[config.mk]
export PLATFORM = sky130hd
export DESIGN_NAME = dbds_top
export DESIGN_NICKNAME = d
export VERILOG_FILES = /design/src/rtl/dbds_fifo.v /design/src/rtl/dbds_top.v
export VERILOG_INCLUDE_DIRS = /design/src /design/src/shared
export SDC_FILE = /design/constraint.sdc
export NUM_CORES = 1
export LEC_CHECK = 0
export BUFFER_PORTS_ARGS = -buffer_cell sky130_fd_sc_hd__buf_2
export CAP_MARGIN = 20
export CORE_MARGIN = 10
export CORE_UTILIZATION = 55
export DETAILED_ROUTE_END_ITERATION = 10
export PLACE_DENSITY_LB_ADDON = 0.15
export SETUP_SLACK_MARGIN = 0.3
export SLEW_MARGIN = 20
export SYNTH_ARGS = -nofsm -noshare
export SYNTH_HDL_FRONTEND = slang
export SYNTH_HIERARCHICAL = 1
export SYNTH_SLANG_ARGS = --single-unit
[constraint.sdc]
create_clock -name clock -period 3.4 [get_ports clock]
set_input_delay 0.17 -clock clock [delete_from_list [all_inputs] [get_ports clock]]
set_output_delay 0.17 -clock clock [all_outputs]
set_load 0.01 [all_outputs]
[src/shared/dbds_map.vh]
// register offsets, field positions and codes of the descriptor base and status block
`ifndef DBDS_MAP_VH
`define DBDS_MAP_VH

// ----------------------------------------
// register offsets
// ----------------------------------------
`define DBDS_OFS_RX_BASE     8'h18
`define DBDS_OFS_TX_BASE     8'h20
`define DBDS_OFS_STATUS      8'h28

// ----------------------------------------
// reset values
// ----------------------------------------
`define DBDS_RST_BASE        32'h00000000
`define DBDS_RST_KIND        3'h0

// ----------------------------------------
// status field positions
// ----------------------------------------
`define DBDS_BIT_TX_DONE     0
`define DBDS_BIT_TX_MISSING  2
`define DBDS_BIT_RX_DONE     6
`define DBDS_BIT_BUS_FAULT   13
`define DBDS_BIT_NORMAL_SUM  16
`define DBDS_CLR_MSB         13

// ----------------------------------------
// process state codes
// ----------------------------------------
`define DBDS_TX_STOP         3'h0
`define DBDS_TX_FETCH        3'h1
`define DBDS_TX_SETUP        3'h2
`define DBDS_TX_MOVE         3'h3
`define DBDS_TX_CLOSE        3'h4
`define DBDS_TX_WAIT         3'h5
`define DBDS_TX_STAT         3'h6
`define DBDS_TX_SUSP         3'h7
`define DBDS_RX_STOP         3'h0
`define DBDS_RX_FETCH        3'h1
`define DBDS_RX_WAIT         3'h2
`define DBDS_RX_MOVE         3'h3
`define DBDS_RX_STAT         3'h5
`define DBDS_RX_SUSP         3'h6
`define DBDS_RX_PURGE        3'h7

// ----------------------------------------
// bus error kinds and descriptor stride
// ----------------------------------------
`define DBDS_ERR_PARITY      3'h0
`define DBDS_ERR_MABORT      3'h1
`define DBDS_ERR_SABORT      3'h2
`define DBDS_DESC_BYTES      32'h00000010

`endif

[src/rtl/dbds_fifo.v]
// data fifo with registered read port
`timescale 1ns/10ps
module dbds_fifo #(
  parameter WIDTH = 32,
  parameter DEPTH = 32,
  parameter AW    = 5
) (
  // clock and reset
  input  wire             clock,
  input  wire             rstn,
  // fill side
  input  wire [WIDTH-1:0] in_data,
  input  wire             in_valid,
  output reg              in_ready_r,
  // drain side
  output reg  [WIDTH-1:0] out_data_r,
  output reg              out_valid_r,
  input  wire             out_ready
);

  reg [WIDTH-1:0] mem_r [0:DEPTH-1];
  reg [AW-1:0]    wr_ptr_r;
  reg [AW-1:0]    rd_ptr_r;
  reg [AW:0]      count_r;
  reg [AW:0]      count_nxt;
  wire            push;
  wire            pop;

  // ----------------------------------------
  // push and pop
  // ----------------------------------------
  assign push = in_valid && in_ready_r;
  assign pop  = (count_r != {(AW+1){1'b0}}) && (!out_valid_r || out_ready);

  always @*
  begin
    count_nxt = count_r;
    if (push && !pop)
      count_nxt = count_r + 1'b1;
    else if (pop && !push)
      count_nxt = count_r - 1'b1;
  end

  always @(posedge clock)
  begin
    if (push)
      mem_r[wr_ptr_r] <= in_data;
  end

  always @(posedge clock)
  begin
    if (!rstn)
    begin
      wr_ptr_r    <= {AW{1'b0}};
      rd_ptr_r    <= {AW{1'b0}};
      count_r     <= {(AW+1){1'b0}};
      in_ready_r  <= 1'b0;
      out_valid_r <= 1'b0;
      out_data_r  <= {WIDTH{1'b0}};
    end
    else
    begin
      count_r    <= count_nxt;
      in_ready_r <= (count_nxt < DEPTH[AW:0]);
      if (push)
        wr_ptr_r <= wr_ptr_r + 1'b1;
      if (pop)
      begin
        out_data_r  <= mem_r[rd_ptr_r];
        out_valid_r <= 1'b1;
        rd_ptr_r    <= rd_ptr_r + 1'b1;
      end
      else if (out_ready)
        out_valid_r <= 1'b0;
    end
  end

endmodule // dbds_fifo

[src/rtl/dbds_top.v]
// descriptor chain bases, process sequencers and network status report
// Overview of operation
// - the receive chain base is a 32-bit host-written value that resets to zero.
// - a receive poll after writing the base fetches the descriptor at that base.
// - the transmit chain base is a 32-bit host-written value that resets to zero.
// - a transmit poll after writing the base fetches the descriptor at that base.
// - writing one to status bits 13 to 0 clears them and writing zero keeps them.
// - bits 25 to 23 give the fatal bus error kind, valid while the fault flag is set.
// - bits 22 to 20 give the transmit process state code.
// - bits 19 to 17 give the receive process state code.
// - bit 16 is set whenever any of the three normal conditions is present.
// - the normal conditions are transmit done, transmit buffer missing, receive done.
`timescale 1ns/10ps
`include "dbds_map.vh"
module dbds_top (
  // clock and reset
  input  wire        clock,
  input  wire        rstn,
  // register port
  input  wire [7:0]  reg_addr,
  input  wire        reg_wr,
  input  wire        reg_rd,
  input  wire [31:0] reg_wdata,
  output reg  [31:0] reg_rdata_r,
  output reg         reg_rvalid_r,
  // poll commands
  input  wire        tx_poll,
  input  wire        rx_poll,
  // transmit descriptor fetch
  output reg         tx_fetch_req_r,
  output reg  [31:0] tx_chain_base_r,
  input  wire        tx_fetch_ack,
  input  wire        tx_fetch_avail,
  input  wire        tx_fetch_setup,
  input  wire        tx_step,
  // receive descriptor fetch
  output reg         rx_fetch_req_r,
  output reg  [31:0] rx_chain_base_r,
  input  wire        rx_fetch_ack,
  input  wire        rx_fetch_avail,
  input  wire        rx_frame,
  input  wire        rx_step,
  // bus error report
  input  wire        bus_fault_evt,
  input  wire [2:0]  bus_fault_code,
  // memory read data stream
  input  wire [31:0] mem_rdata,
  input  wire        mem_rvalid,
  output wire        mem_rready,
  output wire [31:0] data_out,
  output wire        data_out_valid,
  input  wire        data_out_ready
);

  localparam TX_STOP  = 8'h01;
  localparam TX_FETCH = 8'h02;
  localparam TX_SETUP = 8'h04;
  localparam TX_MOVE  = 8'h08;
  localparam TX_CLOSE = 8'h10;
  localparam TX_WAIT  = 8'h20;
  localparam TX_STAT  = 8'h40;
  localparam TX_SUSP  = 8'h80;
  localparam RX_STOP  = 7'h01;
  localparam RX_FETCH = 7'h02;
  localparam RX_WAIT  = 7'h04;
  localparam RX_MOVE  = 7'h08;
  localparam RX_STAT  = 7'h10;
  localparam RX_SUSP  = 7'h20;
  localparam RX_PURGE = 7'h40;

  reg  [7:0]  tx_state_r;
  reg  [7:0]  tx_state_nxt;
  reg  [6:0]  rx_state_r;
  reg  [6:0]  rx_state_nxt;
  reg  [2:0]  tx_process_state;
  reg  [2:0]  rx_process_state;
  reg  [13:0] flags_r;
  reg  [13:0] flags_set;
  wire [13:0] flags_clr;
  reg  [2:0]  bus_error_kind_r;
  reg         normal_irq_summary_r;
  reg  [31:0] status_word;
  wire        wr_rx_base;
  wire        wr_tx_base;
  wire        wr_status;

  // ----------------------------------------
  // register writes
  // ----------------------------------------
  assign wr_rx_base = reg_wr && (reg_addr == `DBDS_OFS_RX_BASE);
  assign wr_tx_base = reg_wr && (reg_addr == `DBDS_OFS_TX_BASE);
  assign wr_status  = reg_wr && (reg_addr == `DBDS_OFS_STATUS);
  assign flags_clr  = wr_status ? reg_wdata[`DBDS_CLR_MSB:0] : 14'h0000;

  // ----------------------------------------
  // transmit sequencer
  // ----------------------------------------
  always @*
  begin
    tx_state_nxt = tx_state_r;
    case (tx_state_r)
      TX_STOP, TX_SUSP:
        if (tx_poll)
          tx_state_nxt = TX_FETCH;
      TX_FETCH:
        if (tx_fetch_ack)
          tx_state_nxt = !tx_fetch_avail ? TX_SUSP : (tx_fetch_setup ? TX_SETUP : TX_MOVE);
      TX_SETUP:
        if (tx_step)
          tx_state_nxt = TX_STAT;
      TX_MOVE:
        if (tx_step)
          tx_state_nxt = TX_CLOSE;
      TX_CLOSE:
        if (tx_step)
          tx_state_nxt = TX_WAIT;
      TX_WAIT:
        if (tx_step)
          tx_state_nxt = TX_STAT;
      TX_STAT:
        if (tx_step)
          tx_state_nxt = TX_FETCH;
      default:
        tx_state_nxt = TX_STOP;
    endcase
  end
  always @*
  begin
    case (tx_state_r)
      TX_FETCH: tx_process_state = `DBDS_TX_FETCH;
      TX_SETUP: tx_process_state = `DBDS_TX_SETUP;
      TX_MOVE:  tx_process_state = `DBDS_TX_MOVE;
      TX_CLOSE: tx_process_state = `DBDS_TX_CLOSE;
      TX_WAIT:  tx_process_state = `DBDS_TX_WAIT;
      TX_STAT:  tx_process_state = `DBDS_TX_STAT;
      TX_SUSP:  tx_process_state = `DBDS_TX_SUSP;
      default:  tx_process_state = `DBDS_TX_STOP;
    endcase
  end

  // ----------------------------------------
  // receive sequencer
  // ----------------------------------------
  always @*
  begin
    rx_state_nxt = rx_state_r;
    case (rx_state_r)
      RX_STOP:
        if (rx_poll)
          rx_state_nxt = RX_FETCH;
      RX_SUSP:
        if (rx_poll)
          rx_state_nxt = RX_FETCH;
        else if (rx_frame)
          rx_state_nxt = RX_PURGE;
      RX_FETCH:
        if (rx_fetch_ack)
          rx_state_nxt = rx_fetch_avail ? RX_WAIT : RX_SUSP;
      RX_WAIT:
        if (rx_frame)
          rx_state_nxt = RX_MOVE;
      RX_MOVE:
        if (rx_step)
          rx_state_nxt = RX_STAT;
      RX_STAT:
        if (rx_step)
          rx_state_nxt = RX_FETCH;
      RX_PURGE:
        if (rx_step)
          rx_state_nxt = RX_SUSP;
      default:
        rx_state_nxt = RX_STOP;
    endcase
  end
  always @*
  begin
    case (rx_state_r)
      RX_FETCH: rx_process_state = `DBDS_RX_FETCH;
      RX_WAIT:  rx_process_state = `DBDS_RX_WAIT;
      RX_MOVE:  rx_process_state = `DBDS_RX_MOVE;
      RX_STAT:  rx_process_state = `DBDS_RX_STAT;
      RX_SUSP:  rx_process_state = `DBDS_RX_SUSP;
      RX_PURGE: rx_process_state = `DBDS_RX_PURGE;
      default:  rx_process_state = `DBDS_RX_STOP;
    endcase
  end

  // ----------------------------------------
  // status events
  // ----------------------------------------
  always @*
  begin
    flags_set = 14'h0000;
    flags_set[`DBDS_BIT_TX_DONE]    = (tx_state_r == TX_STAT) && tx_step;
    flags_set[`DBDS_BIT_TX_MISSING] = (tx_state_r == TX_FETCH) && tx_fetch_ack
                                      && !tx_fetch_avail;
    flags_set[`DBDS_BIT_RX_DONE]    = (rx_state_r == RX_STAT) && rx_step;
    flags_set[`DBDS_BIT_BUS_FAULT]  = bus_fault_evt;
  end

  always @*
  begin
    status_word = 32'h00000000;
    status_word[25:23] = bus_error_kind_r;
    status_word[22:20] = tx_process_state;
    status_word[19:17] = rx_process_state;
    status_word[`DBDS_BIT_NORMAL_SUM] = normal_irq_summary_r;
    status_word[`DBDS_CLR_MSB:0] = flags_r;
  end

  // ----------------------------------------
  // state, pointers and flags
  // ----------------------------------------
  always @(posedge clock)
  begin
    if (!rstn)
    begin
      tx_state_r           <= TX_STOP;
      rx_state_r           <= RX_STOP;
      tx_chain_base_r      <= `DBDS_RST_BASE;
      rx_chain_base_r      <= `DBDS_RST_BASE;
      tx_fetch_req_r       <= 1'b0;
      rx_fetch_req_r       <= 1'b0;
      flags_r              <= 14'h0000;
      bus_error_kind_r     <= `DBDS_RST_KIND;
      normal_irq_summary_r <= 1'b0;
    end
    else
    begin
      tx_state_r <= tx_state_nxt;
      rx_state_r <= rx_state_nxt;
      tx_fetch_req_r <= (tx_state_nxt == TX_FETCH) && !(tx_fetch_req_r && tx_fetch_ack);
      rx_fetch_req_r <= (rx_state_nxt == RX_FETCH) && !(rx_fetch_req_r && rx_fetch_ack);
      if (wr_tx_base)
        tx_chain_base_r <= reg_wdata;
      else if ((tx_state_r == TX_STAT) && tx_step)
        tx_chain_base_r <= tx_chain_base_r + `DBDS_DESC_BYTES;
      if (wr_rx_base)
        rx_chain_base_r <= reg_wdata;
      else if ((rx_state_r == RX_STAT) && rx_step)
        rx_chain_base_r <= rx_chain_base_r + `DBDS_DESC_BYTES;
      flags_r <= (flags_r & ~flags_clr) | flags_set;
      if (bus_fault_evt)
        bus_error_kind_r <= bus_fault_code;
      normal_irq_summary_r <= flags_set[`DBDS_BIT_TX_DONE] | flags_set[`DBDS_BIT_TX_MISSING]
        | flags_set[`DBDS_BIT_RX_DONE]
        | (flags_r[`DBDS_BIT_TX_DONE] & ~flags_clr[`DBDS_BIT_TX_DONE])
        | (flags_r[`DBDS_BIT_TX_MISSING] & ~flags_clr[`DBDS_BIT_TX_MISSING])
        | (flags_r[`DBDS_BIT_RX_DONE] & ~flags_clr[`DBDS_BIT_RX_DONE]);
    end
  end

  // ----------------------------------------
  // register reads
  // ----------------------------------------
  always @(posedge clock)
  begin
    if (!rstn)
    begin
      reg_rdata_r  <= 32'h00000000;
      reg_rvalid_r <= 1'b0;
    end
    else
    begin
      reg_rvalid_r <= reg_rd;
      if (reg_rd)
      begin
        case (reg_addr)
          `DBDS_OFS_RX_BASE: reg_rdata_r <= rx_chain_base_r;
          `DBDS_OFS_TX_BASE: reg_rdata_r <= tx_chain_base_r;
          `DBDS_OFS_STATUS:  reg_rdata_r <= status_word;
          default:           reg_rdata_r <= 32'h00000000;
        endcase
      end
    end
  end

  // ----------------------------------------
  // memory data buffer
  // ----------------------------------------
  dbds_fifo #(
    .WIDTH (32),
    .DEPTH (32),
    .AW    (5)
  ) u_fifo (
    .clock       (clock),
    .rstn        (rstn),
    .in_data     (mem_rdata),
    .in_valid    (mem_rvalid),
    .in_ready_r  (mem_rready),
    .out_data_r  (data_out),
    .out_valid_r (data_out_valid),
    .out_ready   (data_out_ready)
  );

endmodule // dbds_top

[Word level (Yosys, flattened, before mapping)]
Memories as Yosys holds them, arrays and structs flattened. A register that Yosys moved wholly into a read port is not among the register bits.
Index checks and enable logic that the tools add are counted.
Widths: inputs -> output; s select.
Cells by class
  add/subtract/negate cells: 6
  order comparisons: 1
  equality and inequality tests: 20
  mux-type cells: 33
  bitwise logic cells: 14
  reductions and logical operators: 29
Operators with widths (number)
  $mux 32: 4
  $pmux 32 s3: 1
  $add 32x5->32 const B: 2
  $mux 7: 8
  $mux 8: 7
  $pmux 7 s7: 1
  $pmux 8 s6: 1
  $eq 8x6->1 const B: 3
  $pmux 3 s7: 1
  $mux 6: 3
  $pmux 3 s6: 1
  $eq 8x2->1 const B: 2
  $eq 8x5->1 const B: 2
  $logic_and 1x1->1: 15
  $and 14x14->14: 1
  $eq 7x2->1 const B: 2
  $mux 14: 1
  $not 14->14: 1
  $or 14x14->14: 1
  $add 5x1->5 const B: 2
  $eq 8x1->1 const B: 1
  $eq 8x3->1 const B: 1
  $eq 8x4->1 const B: 1
  $eq 8x7->1 const B: 1
  other kinds (20): 40
Storage, ports and cells
  flip-flop bits (word level): 150
  bits in writable memories: 1024
  input port bits: 92
  output and inout port bits: 133
  logic and storage cells: 120
  memories: 1
Memory list
  u_fifo.mem_r: depth 32, bits a word 32, read ports 1, clocked after Yosys merged registers in 1, write ports 1, line dbds_fifo.v:21  | reg [WIDTH-1:0] mem_r [0:DEPTH-1];

[Longest topological paths before layout]
  word-level depth: 8
  mapped depth: 11
  gate-level depth less buffers: 10

[Cells and area by module]
Netlist, hierarchy kept.
By module, submodules not included
  dbds_fifo: instances 1, cells an instance 1916, area an instance 40905.5 µm², seq. area each 31750.5 µm²
  dbds_top: instances 1, cells an instance 839, area an instance 6781.5 µm², seq. area each 2642.5 µm²

[Least setup slack after synthesis]
No wires, ideal clock.
  path kind: register -> register
  start: reg u_fifo.wr_ptr_r[2]
  end: mem u_fifo.mem_r[23][0] (enable)
  library setup time: 0.468 ns
  arrival: 3.158 ns
  required time: 2.932 ns
  setup slack: -0.225 ns
  stages on the path, launching flop included: 4
  path buffers: 1
  period minus slack after synthesis: 3.625 ns
  path through: dfxtp_1 clkbuf_1 nand3_1 nor3b_1
RTL lines
  start: declaration: line dbds_fifo.v:22  | reg [AW-1:0] wr_ptr_r;
  start signal: assignment: line dbds_fifo.v:54  | wr_ptr_r <= {AW{1'b0}};
  start signal: assignment: line dbds_fifo.v:66  | wr_ptr_r <= wr_ptr_r + 1'b1;
  end: declaration: line dbds_fifo.v:21
Straight into the memory's write port.

==> metrics.txt <==
status=complete, no violations; Starting Density=55.7%; DRC=0; CTS Buf Count=119; number of synthesized flops with an enable pin=1024; CP required=3.98 ns; CP Launch Type=flip-flop; Crit Path Max Fanout=14; RSZ-0062 raised after global routing=no; ys async rst share=0%; top post-synthesis cells by area=edfxtp_1, mux4_2, dfxtp_1, mux2i_1, a21oi_1; initial antenna violation count=7; Hold Crit Class=in2reg; clock sink count=1206; setup TNS=0 ns; max_slew headroom=30.3%; wire length per cell=29.7 um; Synth Instances=2755; layout cell share with drive strength beyond 1=23.9%; fmax=357 MHz; routability congestion estimate=0.890; Site Rows=107; MaxCap Viol Count=0; share of the synthesized area in the top cell type=64.5%; worst reg2reg startpoint=u_fifo/rd_ptr_r[0]; minimum hold slack=0.0392 ns; PD cells=645 nW/um^2; pre-CTS WS=0.588 ns; Avg Cell Area, Syn=17.3 um^2; Die Wd=314 um; final non-filler cell total=4370; Die Ht=314 um; Hold Crit Endpoint=u_fifo/mem_r[22][26]; htree depth=3; CTS tree=done; final count of hold timing violations=0; total chip power=35.9 mW; Slew Limit Fails=0; vias in the first global route=27900; Synth Warn #=6; Routed Antenna Nets=0; Via density=6.45; final setup margin=0.600 ns; clock transition at the registers of the reported paths=0.06 ns; via count=28200; crit path time final=2.80 ns; 1st-iter DRT viols=3283; R2R depth=6; Nets=3223; largest net degree at the start of global routing=78; Yosys cell types=77; Tightest Pin Transition=1.04 ns; global-route wire length before repair=190 mm; Crit Path Class=reg2reg; Final Skew=0.0322 ns; Synth Register Bits=1206; drt pass-1 iters=6; CTS root buf=clkbuf_16; I/O Pins=225; Pleak=18.1 nW; Final Setup Violations=0; hold path depth=1; Placed Instances=4051; Post-CTS Resized=0; Synth Flop Type=edfxtp_1; WP data arrival=3.38 ns; fin area=55700 um^2; routed wire length=130 mm; Port Buffers=224; worst reg2reg path endpoint=u_fifo/out_data_r[24]; Clock Path Buffers=3; Hold Crit Start=mem_rdata[26]; Syn Nets=2859; Core Area=85500 um^2; global-route total usage across every layer=26.0%; Seq/Total Area, Yosys=72.1%; FF-to-FF setup slack=0.60 ns; Max VDD drop=532 uV; endpoint type of the worst setup path=flip-flop; DP Wirelength=74.3 mm; placed instance area=50900 um^2; gr ovfl total=0; Mapped Area=47700 um^2; top-count cell post-synth=edfxtp_1; Core Util, Final=65.1%; clk_lat worst skew=0.70 ns; largest area contributor in the netlist=edfxtp_1; die area=98900 um^2; Area growth syn-to-layout=16.8%; most frequent cells after synthesis=edfxtp_1, dfxtp_1, mux4_2; period utilization=82.3%
## area by class of cell
class	instances	area, um^2
flip-flops and latches	1206	34400
fillers	5906	29900
multi-input cells	1337	12600
clock buffers	167	3290
repair buffers	422	3210
well taps	1144	1430
clock inverters	59	594
inverters	33	124
diodes	2	5.00
## cells by family after synthesis
logic type / Yosys count / synth area share, %
compound gates: 531 / 7.72
xor+xnor: 71 / 1.30
fa+ha+maj: 12 / 0.315
buf+inv: 212 / 2.08
flops: 1206 / 72.1
mux: 336 / 12.2
simple gates: 387 / 4.24
## cells in the final DEF (no fill, tap or decap), types with 12 or more instances in the layout
cell | synthesis | routed
nor3_1 | 37 | 35
mux2i_1 | 143 | 143
nand3_1 | 26 | 25
a22o_1 | 67 | 67
nand2_1 | 85 | 83
o21ai_0 | 77 | 77
clkbuf_8 | 0 | 13
nor4_1 | 15 | 13
a21o_1 | 17 | 17
nor2_4 | 0 | 32
mux4_1 | 16 | 16
xor2_1 | 25 | 25
a22oi_1 | 59 | 59
nand2b_1 | 20 | 20
a2111oi_2 | 20 | 20
buf_2 | 24 | 224
clkbuf_1 | 119 | 35
dfxtp_1 | 182 | 178
buf_12 | 4 | 30
a211oi_1 | 13 | 13
edfxtp_1 | 1024 | 1024
xnor2_1 | 46 | 46
nand4_1 | 19 | 19
dlygate4sd3_1 | 0 | 91
o221ai_1 | 33 | 33
clkinv_1 | 2 | 17
mux4_2 | 176 | 176
ha_1 | 12 | 12
inv_1 | 30 | 30
nor2_1 | 105 | 73
clkbuf_16 | 0 | 119
a21oi_1 | 154 | 154
o22ai_1 | 35 | 35
clkinv_2 | 0 | 20
buf_4 | 15 | 77
## how the worst max path moves through the flow
stage | cells past startpoint | end | slack (ns) | start
after CTS | 5 | u_fifo/out_data_r[23] | 0.59 | u_fifo/rd_ptr_r[0]
after global routing | 11 | flip-flop | 0.51 | u_fifo/count_r[0]
final | 6 | u_fifo/out_data_r[24] | 0.60 | u_fifo/rd_ptr_r[0]
after floorplan | 4 | u_fifo/mem_r[24][0] | 0.57 | u_fifo/wr_ptr_r[3]
after global placement | 5 | u_fifo/out_data_r[23] | 0.59 | u_fifo/rd_ptr_r[0]
after detailed placement | 5 | u_fifo/out_data_r[23] | 0.59 | u_fifo/rd_ptr_r[0]
## sequential cells by signal, indices dropped and copies added (netlist names), named ones only
signal	cells
u_fifo/mem_r	1024
reg_rdata_r	32
rx_chain_base_r	32
tx_chain_base_r	32
u_fifo/out_data_r	32
flags_r	14
tx_state_r	8
rx_state_r	7
u_fifo/count_r	5
u_fifo/rd_ptr_r	5
u_fifo/wr_ptr_r	5
bus_error_kind_r	3
normal_irq_summary_r	1
reg_rvalid_r	1
rx_fetch_req_r	1
tx_fetch_req_r	1
u_fifo/in_ready_r	1
u_fifo/out_valid_r	1
## per-layer routing
metal | up-vias | track usage [%] | share of wire [%]
met2 | 1358 | 41.9 | 48
met1 | 14700 | 36.2 | 41
met4 | 8 | 8.44 | 3.0
met3 | 251 | 3.96 | 8.0
li1 | 11900 | - | -
met5 | - | 0 | 0.035
## power breakdown
group / switching [mW] / internal, mW / total (mW)
logic: 3.43 / 2.78 / 6.21
registers: 0.393 / 16.4 / 16.8
clock network: 5.53 / 7.37 / 12.9
total: 9.35 / 26.6 / 35.9
## worst max-delay path, cell delays in order, from the launching register on
cell	delay, ns
dfxtp_4	0.52
buf_4	0.35
mux4_2	0.54
a22o_1	0.25
a2111oi_0	0.67
a21oi_1	0.13
a22o_1	0.21
## what timing repair did
item,4_1_cts,5_1_grt
buffers inserted,0,0
hold endpoints to repair,1048,0
hold buffers,91,0
Note: power is estimated with default switching activity, not from simulation.
